File: config.mk
export PLATFORM = sky130hd
export DESIGN_NAME = fspu_top
export DESIGN_NICKNAME = d
export VERILOG_FILES = /design/src/rtl/fspu_pkg.sv /design/src/rtl/fspu_top.sv
export VERILOG_INCLUDE_DIRS = /design/src /design/src/rtl
export SDC_FILE = /design/constraint.sdc
export NUM_CORES = 1
export LEC_CHECK = 0
export BUFFER_PORTS_ARGS = -buffer_cell sky130_fd_sc_hd__buf_2
export CORE_UTILIZATION = 46
export CTS_BUF_LIST = sky130_fd_sc_hd__clkbuf_8
export CTS_CLUSTER_SIZE = 20
export DETAILED_ROUTE_END_ITERATION = 16
export PLACE_DENSITY = 0.76
export SYNTH_ARGS = -nofsm -noshare
export SYNTH_HDL_FRONTEND = slang
export SYNTH_SLANG_ARGS = --single-unit
File: constraint.sdc
create_clock -name i_sys_clk -period 5.8 [get_ports i_sys_clk]
set_input_delay 0 -clock i_sys_clk [delete_from_list [all_inputs] [get_ports i_sys_clk]]
set_output_delay 0 -clock i_sys_clk [all_outputs]
set_load 0.05 [all_outputs]
File: src/rtl/fspu_defs.svh
// constants of the flash sector protection unit
// assumes word addressing with 64k-word large sectors
`ifndef FSPU_DEFS_SVH
`define FSPU_DEFS_SVH

// ----------------------------------------------------------------
// address layout
// ----------------------------------------------------------------
`define FSPU_AW            26
`define FSPU_SEC_HI        25
`define FSPU_SEC_LO        16
`define FSPU_SUB_HI        15
`define FSPU_SUB_LO        14
`define FSPU_OFS_HI        15
`define FSPU_RV_BIT        6
`define FSPU_SMALL_HI      3
`define FSPU_SMALL_SEC     10'h3ff
`define FSPU_LOW_SEC       10'h000
`define FSPU_HWP_SUB_MAX   2'h1

// ----------------------------------------------------------------
// unlock cycle offsets inside a sector
// ----------------------------------------------------------------
`define FSPU_UNLOCK_CYCLE_ADDR_FIRST_OFS      16'h0555
`define FSPU_UNLOCK_CYCLE_ADDR_SECOND_OFS      16'h0aaa

// ----------------------------------------------------------------
// command codes
// ----------------------------------------------------------------
`define FSPU_CMD_LOCK      16'h0060
`define FSPU_CMD_LDADDR    16'h0061
`define FSPU_CMD_BUFLOAD   16'h0025
`define FSPU_CMD_CONFIRM   16'h0029
`define FSPU_CMD_EXIT      16'h00f0
`define FSPU_CMD_ENTRY     16'h0088

// ----------------------------------------------------------------
// write buffer
// ----------------------------------------------------------------
`define FSPU_WC_W          8
`define FSPU_WC_ZERO       8'h00
`define FSPU_WC_ONE        8'h01

`endif

File: src/rtl/fspu_pkg.sv
// types of the flash sector protection unit
// assumes fspu_defs.svh for widths
`include "fspu_defs.svh"

package fspu_pkg;

    typedef enum logic [5:0] {
        FSPU_IDLE = 6'h01,
        FSPU_SET1 = 6'h02,
        FSPU_SET2 = 6'h04,
        FSPU_RLO  = 6'h08,
        FSPU_BCNT = 6'h10,
        FSPU_BDAT = 6'h20
    } fspu_state_t;

    typedef struct packed {
        fspu_state_t            st;
        logic                   por_mode;
        logic                   slr_done;
        logic                   slr_large;
        logic [9:0]             lo_sec;
        logic [9:0]             hi_sec;
        logic [3:0]             small_lock;
        logic                   unl_valid;
        logic [9:0]             unl_sec;
        logic [1:0]             unl_sub;
        logic [9:0]             tmp_lo;
        logic                   tmp_rv;
        logic [3:0]             tmp_small;
        logic                   overlay;
        logic [`FSPU_WC_W-1:0]  wc;
        logic [`FSPU_WC_W-1:0]  left;
        logic                   buf_full;
        logic                   grant;
        logic                   reject;
        logic                   prog_start;
        logic                   prog_fail;
    } fspu_reg_t;

endpackage

File: src/rtl/fspu_top.sv
// sector protection logic and command decoder of a parallel nor flash
// assumes host write cycles arrive one per i_wr_valid pulse, in sync
// with i_sys_clk; the embedded algorithm asks for leave to start
`timescale 1ns/100ps
`include "fspu_defs.svh"

module fspu_top
    import fspu_pkg::*;
(
    input  wire logic                  i_sys_clk,
    input  wire logic                  i_rst_n,
    input  wire logic                  i_top_boot_model,
    input  wire logic                  i_hw_protect_input,
    input  wire logic                  i_wr_valid,
    input  wire logic [`FSPU_AW-1:0]   i_wr_addr,
    input  wire logic [15:0]           i_wr_data,
    input  wire logic                  i_op_start,
    input  wire logic                  i_op_resume,
    input  wire logic                  i_op_secure,
    input  wire logic [`FSPU_AW-1:0]   i_op_addr,
    input  wire logic                  i_otp_customer_locked,
    output logic                       o_op_grant,
    output logic                       o_op_reject,
    output logic                       o_por_unlocked,
    output logic                       o_range_accepted,
    output logic                       o_unlock_valid,
    output logic [9:0]                 o_unlock_sector,
    output logic                       o_overlay_active,
    output logic                       o_otp_prog_start,
    output logic                       o_otp_prog_fail,
    output logic [`FSPU_WC_W-1:0]      o_otp_word_count
);

    // ----------------------------------------------------------------
    // state
    // ----------------------------------------------------------------
    fspu_reg_t r;
    fspu_reg_t next_r;

    logic [9:0]  wr_sec;
    logic [15:0] wr_ofs;
    logic        wr_rv;
    logic        at_unlock_cycle_addr_first;
    logic        at_unlock_cycle_addr_second;
    logic [9:0]  op_sec;
    logic [1:0]  op_sub;
    logic        op_small;
    logic        hw_guard;
    logic        in_range;
    logic        small_hit;
    logic        range_lock;
    logic        unl_hit;
    logic        op_free;
    logic        wr_small;
    logic        wr_in_range;
    logic        rng_ok;
    logic        rng_large;

    assign wr_sec  = i_wr_addr[`FSPU_SEC_HI:`FSPU_SEC_LO];
    assign wr_ofs  = i_wr_addr[`FSPU_OFS_HI:0];
    assign wr_rv   = i_wr_addr[`FSPU_RV_BIT];
    assign at_unlock_cycle_addr_first = (wr_ofs == `FSPU_UNLOCK_CYCLE_ADDR_FIRST_OFS);
    assign at_unlock_cycle_addr_second = (wr_ofs == `FSPU_UNLOCK_CYCLE_ADDR_SECOND_OFS);
    assign op_sec  = i_op_addr[`FSPU_SEC_HI:`FSPU_SEC_LO];
    assign op_sub  = i_op_addr[`FSPU_SUB_HI:`FSPU_SUB_LO];
    assign op_small = i_top_boot_model && (op_sec == `FSPU_SMALL_SEC);

    // ----------------------------------------------------------------
    // protection decision for an operation target
    // ----------------------------------------------------------------
    // hardware protect input, only when low
    always_comb begin
        if (i_hw_protect_input) begin
            hw_guard = 1'b0;
        end else if (i_top_boot_model) begin
            hw_guard = op_small && (op_sub <= `FSPU_HWP_SUB_MAX);
        end else begin
            hw_guard = (op_sec == `FSPU_LOW_SEC);
        end
    end

    // range covers the sector
    assign in_range = r.slr_done && r.slr_large &&
                      (op_sec >= r.lo_sec) && (op_sec <= r.hi_sec);

    // small sector bits; bit 0 guards the highest small sector
    assign small_hit = r.slr_done && op_small &&
                       r.small_lock[`FSPU_SMALL_HI - op_sub];

    assign range_lock = in_range || small_hit;

    // the one unlocked sector; range wins over it
    assign unl_hit = r.unl_valid && (r.unl_sec == op_sec) &&
                     (!op_small || (r.unl_sub == op_sub)) && !range_lock;

    // guard beats power-on unlocked mode
    assign op_free = !hw_guard && (r.por_mode || unl_hit);

    // ----------------------------------------------------------------
    // checks on the write being decoded
    // ----------------------------------------------------------------
    assign wr_small = i_top_boot_model && (wr_sec == `FSPU_SMALL_SEC);
    assign wr_in_range = r.slr_done && (
        (r.slr_large && (wr_sec >= r.lo_sec) && (wr_sec <= r.hi_sec)) ||
        (wr_small &&
         r.small_lock[`FSPU_SMALL_HI -
                      i_wr_addr[`FSPU_SUB_HI:`FSPU_SUB_LO]]));

    // range valid bits must match; low not above high unless both bits are high
    assign rng_large = !r.tmp_rv;
    assign rng_ok = (r.tmp_rv == wr_rv) &&
                    (wr_rv || (r.tmp_lo <= wr_sec));

    // ----------------------------------------------------------------
    // next state
    // ----------------------------------------------------------------
    always_comb begin
        next_r = r;
        next_r.grant      = 1'b0;
        next_r.reject     = 1'b0;
        next_r.prog_start = 1'b0;
        next_r.prog_fail  = 1'b0;

        // operation start is judged once, here
        if (i_op_start) begin
            if (i_op_resume) begin
                next_r.grant = 1'b1;
            end else if (i_op_secure) begin
                // secure region ignores the guard and the sector lock
                next_r.grant  = !i_otp_customer_locked;
                next_r.reject = i_otp_customer_locked;
            end else begin
                next_r.grant  = op_free;
                next_r.reject = !op_free;
            end
        end

        if (i_wr_valid) begin
            unique case (r.st)
                FSPU_IDLE: begin
                    if (i_wr_data == `FSPU_CMD_EXIT) begin
                        next_r.overlay = 1'b0;
                    end else if (at_unlock_cycle_addr_first &&
                                 i_wr_data == `FSPU_CMD_LOCK) begin
                        next_r.st = FSPU_SET1;
                    end else if (at_unlock_cycle_addr_first &&
                                 i_wr_data == `FSPU_CMD_ENTRY) begin
                        next_r.overlay = 1'b1;
                    end else if (r.overlay && at_unlock_cycle_addr_first &&
                                 i_wr_data == `FSPU_CMD_BUFLOAD) begin
                        next_r.st = FSPU_BCNT;
                    end
                end
                FSPU_SET1: begin
                    if (at_unlock_cycle_addr_second && i_wr_data == `FSPU_CMD_LOCK) begin
                        next_r.st = FSPU_SET2;
                    end else begin
                        next_r.st = FSPU_IDLE;
                    end
                end
                FSPU_SET2: begin
                    next_r.st = FSPU_IDLE;
                    if (i_wr_data == `FSPU_CMD_LDADDR) begin
                        // low bound and small bits
                        next_r.tmp_lo    = wr_sec;
                        next_r.tmp_rv    = wr_rv;
                        next_r.tmp_small =
                            i_wr_addr[`FSPU_SMALL_HI:0];
                        next_r.st        = FSPU_RLO;
                    end else if (i_wr_data == `FSPU_CMD_LOCK) begin
                        next_r.por_mode = 1'b0;
                        if (wr_rv && !wr_in_range) begin
                            next_r.unl_valid = 1'b1;
                            next_r.unl_sec   = wr_sec;
                            next_r.unl_sub   =
                                i_wr_addr[`FSPU_SUB_HI:`FSPU_SUB_LO];
                        end else begin
                            // bit low, or target inside the range
                            next_r.unl_valid = 1'b0;
                        end
                    end
                end
                FSPU_RLO: begin
                    next_r.st = FSPU_IDLE;
                    // only the first valid range counts
                    if (i_wr_data == `FSPU_CMD_LDADDR &&
                        rng_ok && !r.slr_done) begin
                        next_r.slr_done  = 1'b1;
                        next_r.slr_large = rng_large;
                        next_r.lo_sec    = r.tmp_lo;
                        next_r.hi_sec    = wr_sec;
                        next_r.por_mode  = 1'b0;
                        // range over the small area locks all four
                        if (i_top_boot_model && rng_large &&
                            wr_sec == `FSPU_SMALL_SEC) begin
                            next_r.small_lock = 4'hf;
                        end else if (i_top_boot_model) begin
                            next_r.small_lock = r.tmp_small;
                        end else begin
                            next_r.small_lock = 4'h0;
                        end
                        // covered unlocked sector falls back
                        if (rng_large && (r.unl_sec >= r.tmp_lo) &&
                            (r.unl_sec <= wr_sec)) begin
                            next_r.unl_valid = 1'b0;
                        end
                    end
                end
                FSPU_BCNT: begin
                    if (at_unlock_cycle_addr_second) begin
                        next_r.wc   = i_wr_data[`FSPU_WC_W-1:0];
                        next_r.left = i_wr_data[`FSPU_WC_W-1:0];
                        next_r.buf_full = 1'b0;
                        next_r.st   = FSPU_BDAT;
                    end else begin
                        next_r.st = FSPU_IDLE;
                    end
                end
                FSPU_BDAT: begin
                    // a separate flag marks the confirm slot, since a
                    // full 256 word count wraps the 8 bit down counter
                    if (!r.buf_full) begin
                        next_r.left = r.left - `FSPU_WC_ONE;
                        if (r.left == `FSPU_WC_ZERO) begin
                            next_r.buf_full = 1'b1;
                        end
                    end else begin
                        next_r.st = FSPU_IDLE;
                        if (at_unlock_cycle_addr_first &&
                            i_wr_data == `FSPU_CMD_CONFIRM) begin
                            next_r.prog_start =
                                !i_otp_customer_locked;
                            next_r.prog_fail  =
                                i_otp_customer_locked;
                        end
                    end
                end
            endcase
            // exit code aborts any pending sequence outside the data phase
            if (r.st != FSPU_BDAT && r.st != FSPU_IDLE &&
                i_wr_data == `FSPU_CMD_EXIT) begin
                next_r.st = FSPU_IDLE;
            end
        end
    end

    // ----------------------------------------------------------------
    // registers; reset is power-up write inhibit and clears all but por_mode, which it sets, and st, which it loads with FSPU_IDLE
    // ----------------------------------------------------------------
    always_ff @(posedge i_sys_clk or negedge i_rst_n) begin
        if (!i_rst_n) begin
            r.st         <= FSPU_IDLE;
            r.por_mode   <= 1'b1;
            r.slr_done   <= 1'b0;
            r.slr_large  <= 1'b0;
            r.lo_sec     <= 10'h000;
            r.hi_sec     <= 10'h000;
            r.small_lock <= 4'h0;
            r.unl_valid  <= 1'b0;
            r.unl_sec    <= 10'h000;
            r.unl_sub    <= 2'h0;
            r.tmp_lo     <= 10'h000;
            r.tmp_rv     <= 1'b0;
            r.tmp_small  <= 4'h0;
            r.overlay    <= 1'b0;
            r.wc         <= `FSPU_WC_ZERO;
            r.left       <= `FSPU_WC_ZERO;
            r.buf_full   <= 1'b0;
            r.grant      <= 1'b0;
            r.reject     <= 1'b0;
            r.prog_start <= 1'b0;
            r.prog_fail  <= 1'b0;
        end else begin
            r <= next_r;
        end
    end

    // ----------------------------------------------------------------
    // outputs
    // ----------------------------------------------------------------
    assign o_op_grant       = r.grant;
    assign o_op_reject      = r.reject;
    assign o_por_unlocked   = r.por_mode;
    assign o_range_accepted = r.slr_done;
    assign o_unlock_valid   = r.unl_valid;
    assign o_unlock_sector  = r.unl_sec;
    assign o_overlay_active = r.overlay;
    assign o_otp_prog_start = r.prog_start;
    assign o_otp_prog_fail  = r.prog_fail;
    assign o_otp_word_count = r.wc;

endmodule

==> flow_metrics.tcl, run 1 <==
set metrics [dict create \
    num_vias 5024 \
    placedInstanceArea_sq_um 6300 \
    num_rows 40 \
    vias_per_cell 5.72 \
    seq_area_frac_synth_pct 35.7 \
    cts_setup_buffers 0 \
    grt_usage_pct 24.7 \
    io_pins 103 \
    core_area_sq_um 12200 \
    cts_resized 0 \
    cts_tree "built" \
    synth_nets 756 \
    utilization_pct 55.5 \
    skew_ps 15.1 \
    clk_latency_ps 380 \
    status "finished, final reports clean" \
    syn_avg_cell_area_sq_um 9.60 \
    synth-edff-count 0 \
    leakagePower_nw 3.59 \
    seqCellArea_sq_um 2080 \
    wl_per_cell_microns 17.5 \
    drive_above_1_share_pct 18.7 \
    cp.buffers_inverters 0 \
    placedCellCount 834 \
    post-dp-hpwl_microns 11700 \
    finalWirelength_microns 15400 \
    syn_to_final_growth_pct 15.8 \
    drt_iter0_markers 275 \
    yosys-mux-area-fraction_pct 9.92 \
    fin_tns_setup_ps 0 \
    grt_overflow_total 0 \
    peakVddDrop_uv 183 \
    netlist_area_sq_um 5830 \
    clock-sinks 83 \
    hold_slack_ps 35.4 \
    async_flop_share_pct 100 \
    drc 0 \
    ys_warn_count 0 \
    finalMaxSlewViolations 0 \
    critical_path_arrival_ps 3140 \
    ys_types 58 \
    fillerInstances 1082 \
    tightest_slew_ps 1070 \
    power_density_nw_per_um2 171 \
    cts_root_buf "clkbuf_8" \
    synth_fa_ha_area_share_pct 15.5 \
    fin_crit_sh_pct 50.0 \
    final_nets 854 \
    synth_top_cell_by_area "dfrtp_1" \
    synth_xor_area_share_pct 1.80 \
    die_x_microns 115 \
    fin_ws_ps 2900 \
    design.die.area_sq_um 13100 \
    routabilityCongestion 0.940 \
    fin_cells 878 \
    die_h_microns 115 \
    cts_max_level 3 \
    synth_top_family_by_area "simple AND/OR/NAND/NOR gates" \
    finalPower_mw 1.15 \
    crit_path_max_fanout 10 \
    hold_violations 0 \
    multi_input_area_sq_um 3340 \
    grt_max_degree 84 \
    period_minus_slack_ps 2900 \
    start_util_pct 47.9 \
    mostFrequentLayoutCells "buf_2 (87), dfrtp_1 (81), ha_1 (72)" \
    critPathTopFamily "simple AND/OR/NAND/NOR gates" \
    max_cap_viol_count 0 \
    synth_area_leaders "dfrtp_1 (35%), ha_1 (15%), mux2i_1 (4.1%), mux2_2 (3.9%), inv_1 (3.5%)" \
    synth_cells 607 \
    rsz0062_at_grt "false" \
    crit_chain "or4_1, nor4b_1, o21ai_1, a21oi_1, o21ai_0, o2bb2ai_1" \
    dp_slack_ps 3000 \
    relSlewSlack_pct 28.6 \
    synth_top_flop_cell "dfrtp_1" \
    clockBufferDepth 2 \
    crit_slowest_cell "nor4b_1" \
    max_stage_delay_ps 700 \
    ant_nets 0 \
    max_freq_mhz 345 \
    cts.clk_slew.worst_paths_ps 80 \
    portBuffers 88 \
    startpoint_type "flip-flop" \
    setup_viol 0 \
    min_path_type "primary input to flip-flop" \
    ys_seq_elements 83 \
    cp-end-kind "flip-flop" \
    dr.pass1.iters 5 \
    design_area_sq_um 6750 \
    layout_commonest_cell "buf_2" \
    grt_pass1_vias 5131 \
    diodes 0 \
    synth_compound_area_share_pct 13.5 \
    required_ps 6040 \
    yosys.area.top_type_share_pct 34.8 \
    cts_buffers 9 \
    antenna_found_initial 0 \
    synthSimpleGateAreaFrac_pct 16.5 \
    path_class "flip-flop to flip-flop" \
    grt_pass1_wl_microns 24800 \
    ctsHoldBuffers 28 \
]
[per-layer routing]
| metal | vias to the layer above | wire (microns) | global-route usage [%] |
|---|---|---|---|
| met2 | 204 | 7510 | 42.6 |
| met4 | 0 | 432 | 9.70 |
| met3 | 32 | 1040 | 6.09 |
| met5 | - | 0 | 0 |
| li1 | 2392 | - | - |
| met1 | 2396 | 6380 | 29.4 |
[sequential cells by signal, indices dropped and copies added (netlist names)]
signal / count
o_unlock_valid: 1
o_otp_word_count: 8
o_overlay_active: 1
o_unlock_sector: 10
o_range_accepted: 1
o_op_reject: 1
r: 57
o_otp_prog_fail: 1
o_op_grant: 1
o_otp_prog_start: 1
o_por_unlocked: 1
[final timing paths]
kind / start / end / slack (ps) / cells past startpoint
setup / recovery: r[78]$_DFFE_PN0P_ / r[12]$_DFFE_PN0P_ / 2900 / 6
hold / removal: i_wr_addr[6] / r[26]$_DFFE_PN0P_ / 40 / 2
setup reg to reg: r[78]$_DFFE_PN0P_ / r[12]$_DFFE_PN0P_ / 2900 / 6
hold reg to reg: r[12]$_DFFE_PN0P_ / r[12]$_DFFE_PN0P_ / 500 / 1
max in group asynchronous: i_rst_n / r[57]$_DFFE_PN0P_ / 4750 / 2
min in group asynchronous: i_rst_n / o_unlock_sector[5]$_DFFE_PN0P_ / 330 / 2
[worst reg2reg max path, cell delays in order (launching register included)]
cell and delay [ps]:
dfrtp_1 460, or4_1 590, nor4b_1 700, o21ai_1 390
a21oi_1 350, o21ai_0 150, o2bb2ai_1 140
[synth_stat cells (11+ instances only)]
master and instances:
inv_1 55, nand4_1 16, nand3_1 13, nor2_1 32
o21ai_0 34, dfrtp_1 81, buf_4 18, nor3_1 15
clkbuf_1 11, nand2_1 38, nor4_1 11, a21oi_1 32
mux2_2 20, mux2i_1 24, ha_1 72
[area by class of cell]
type	count	area share, %
Clock buffer	10	2.04
Clock inverter	6	0.389
Inverter	55	3.06
Multi-Input combinational cell	437	49.5
Sequential cell	83	30.8
Tap cell	168	3.12
Timing Repair Buffer	119	11.1
[power breakdown]
group / internal [mW] / switching [mW]
Clock: 0.161 / 0.214
Sequential: 0.588 / 0.0137
Combinational: 0.0749 / 0.103
Total: 0.823 / 0.331
[logic make-up (layout without fill, tap and decap cells)]
kind of cell               Yosys count  after routing
and+or+nand+nor                    175            175
muxes                               53             53
adders and majority gates           72             72
xor gates and xnor gates            12             12
buffers and inverters               87            190
DFF                                 83             83
AOI/OAI and AO/OA                  125            125
Note: power is estimated with default switching activity, not from simulation.
==> run 2: changes to the inputs <==
==> constraint.sdc (replaced) <==
create_clock -name i_sys_clk -period 3 [get_ports i_sys_clk]
set_input_delay 0 -clock i_sys_clk [delete_from_list [all_inputs] [get_ports i_sys_clk]]
set_output_delay 0 -clock i_sys_clk [all_outputs]
set_load 0.05 [all_outputs]
==> flow_metrics.tcl, run 2 (same netlist as run 1, synthesis figures left out) <==
set metrics [dict create \
    status "finished, final reports clean" \
    max_freq_mhz 365 \
    drt_iter0_markers 203 \
    ant_nets 0 \
    leakagePower_nw 3.66 \
    routabilityCongestion 0.925 \
    wl_per_cell_microns 17.5 \
    clockBufferDepth 2 \
    fin_tns_setup_ps 0 \
    power_density_nw_per_um2 363 \
    max_stage_delay_ps 900 \
    vias_per_cell 5.74 \
    clock-sinks 83 \
    ctsHoldBuffers 28 \
    timing.rr.end "r[82]$_DFFE_PN0P_" \
    cts_max_level 3 \
    diodes 0 \
    fillerInstances 1048 \
    finalWirelength_microns 15500 \
    required_ps 3300 \
    num_rows 40 \
    whs_endpoint "r[51]$_DFFE_PN0P_" \
    critical_path_arrival_ps 3040 \
    drc 0 \
    grt_max_degree 84 \
    cts_setup_buffers 0 \
    antenna_found_initial 0 \
    syn_to_final_growth_pct 18.0 \
    grt_pass1_wl_microns 25000 \
    worst_hold_startpoint "i_top_boot_model" \
    core_area_sq_um 12200 \
    mostFrequentLayoutCells "buf_2 (87), dfrtp_1 (81), ha_1 (72)" \
    die_x_microns 115 \
    cts_root_buf "clkbuf_8" \
    cp-end-kind "flip-flop" \
    critPathTopFamily "compound AO/OA/AOI/OAI gates" \
    largest_reg_flops 57 \
    cts_tree "built" \
    grt_overflow_total 0 \
    hold_violations 0 \
    peakVddDrop_uv 237 \
    reg2reg_from "r[79]$_DFFE_PN0P_" \
    dr.pass1.iters 4 \
    crit_chain "nor2_1, nand2_1, nor3b_1, inv_1, o311ai_1, buf_4, nand2_1, o21ai_1" \
    tightest_slew_ps 1070 \
    final_nets 861 \
    drive_above_1_share_pct 19.8 \
    hold_depth 3 \
    reg2reg_depth 8 \
    design.die.area_sq_um 13100 \
    grt_pass1_vias 5039 \
    post-dp-hpwl_microns 11800 \
    cp.buffers_inverters 2 \
    cts_resized 0 \
    setup_viol 0 \
    top_register "r" \
    finalMaxSlewViolations 0 \
    clk_latency_ps 370 \
    cpMostUsedCell "nand2_1" \
    max_cap_viol_count 0 \
    crit_slowest_cell "o311ai_1" \
    startpoint_type "flip-flop" \
    start_util_pct 47.9 \
    skew_ps 12.4 \
    cts_buffers 9 \
    period_minus_slack_ps 2740 \
    r2r_setup_slack_ps 260 \
    relSlewSlack_pct 29.0 \
    crit_path_max_fanout 8 \
    portBuffers 88 \
    num_vias 5076 \
    startpoint "r[79]$_DFFE_PN0P_" \
    fin_crit_sh_pct 91.4 \
    path_class "flip-flop to flip-flop" \
    rsz0062_at_grt "false" \
    cts.clk_slew.worst_paths_ps 80 \
    layout_commonest_cell "buf_2" \
    grt_usage_pct 24.8 \
    hold_slack_ps 44.4 \
    io_pins 103 \
    die_h_microns 115 \
    min_path_type "primary input to flip-flop" \
]
-- run 2: changes by cell type in the layout (fill, tap and decap cells not counted), sizes merged --
cell    delta
buf        +7
bufinv     +3
inv        -2
clkinv     -1
-- run 2: area by class of cell --
type,count,area (sq um),share of cell area (%)
multi-input combinational,437,3340,48.6
sequential,83,2080,30.2
timing repair buffer,126,798,11.6
tap,168,210,3.06
inverter,55,206,3.00
clock buffer,10,138,2.00
clock inverter,6,104,1.51
-- run 2: worst register-to-register path: stages, from the launching register on --
cell and delay, ps:
dfrtp_1 480, nor2_1 210, nand2_1 110, nor3b_1 450
inv_1 110, o311ai_1 900, buf_4 260, nand2_1 50
o21ai_1 90
-- run 2: how the worst max path moves through the flow --
stage                        end  depth (start not counted)
3_5_place_dp   r[62]$_DFFE_PN0P_                          8
2_1_floorplan  r[80]$_DFFE_PN0P_                          8
3_3_place_gp   r[63]$_DFFE_PN0P_                          8
6_report       r[82]$_DFFE_PN0P_                          8
5_1_grt        r[81]$_DFFE_PN0P_                          8
4_1_cts        r[82]$_DFFE_PN0P_                          8
-- run 2: stage by stage --
stage          worst slack (ps)  power (mW)  utilization [%]  cells  cell area, sq um
2_1_floorplan               585        1.35                -    607              5830
3_3_place_gp                405        1.48             52.3    841              6360
3_5_place_dp                322        1.50             52.3    841              6360
4_1_cts                     230        2.50             56.6    885              6880
5_1_grt                    64.2        2.59             56.6    885              6880
6_report                    258        2.50             56.6    885              6880
-- run 2: power by group --
group / internal, mW / switching (mW)
Combinational: 0.144 / 0.203
Sequential: 1.14 / 0.0292
Clock: 0.570 / 0.413
Total: 1.85 / 0.645
-- run 2: metal layers --
layer | wire length [microns] | track usage [%] | vias to the layer above
li1 | - | - | 2403
met5 | 0 | 0 | -
met1 | 6560 | 29.9 | 2454
met4 | 608 | 12.7 | 0
met2 | 7520 | 42.7 | 174
met3 | 824 | 4.18 | 45
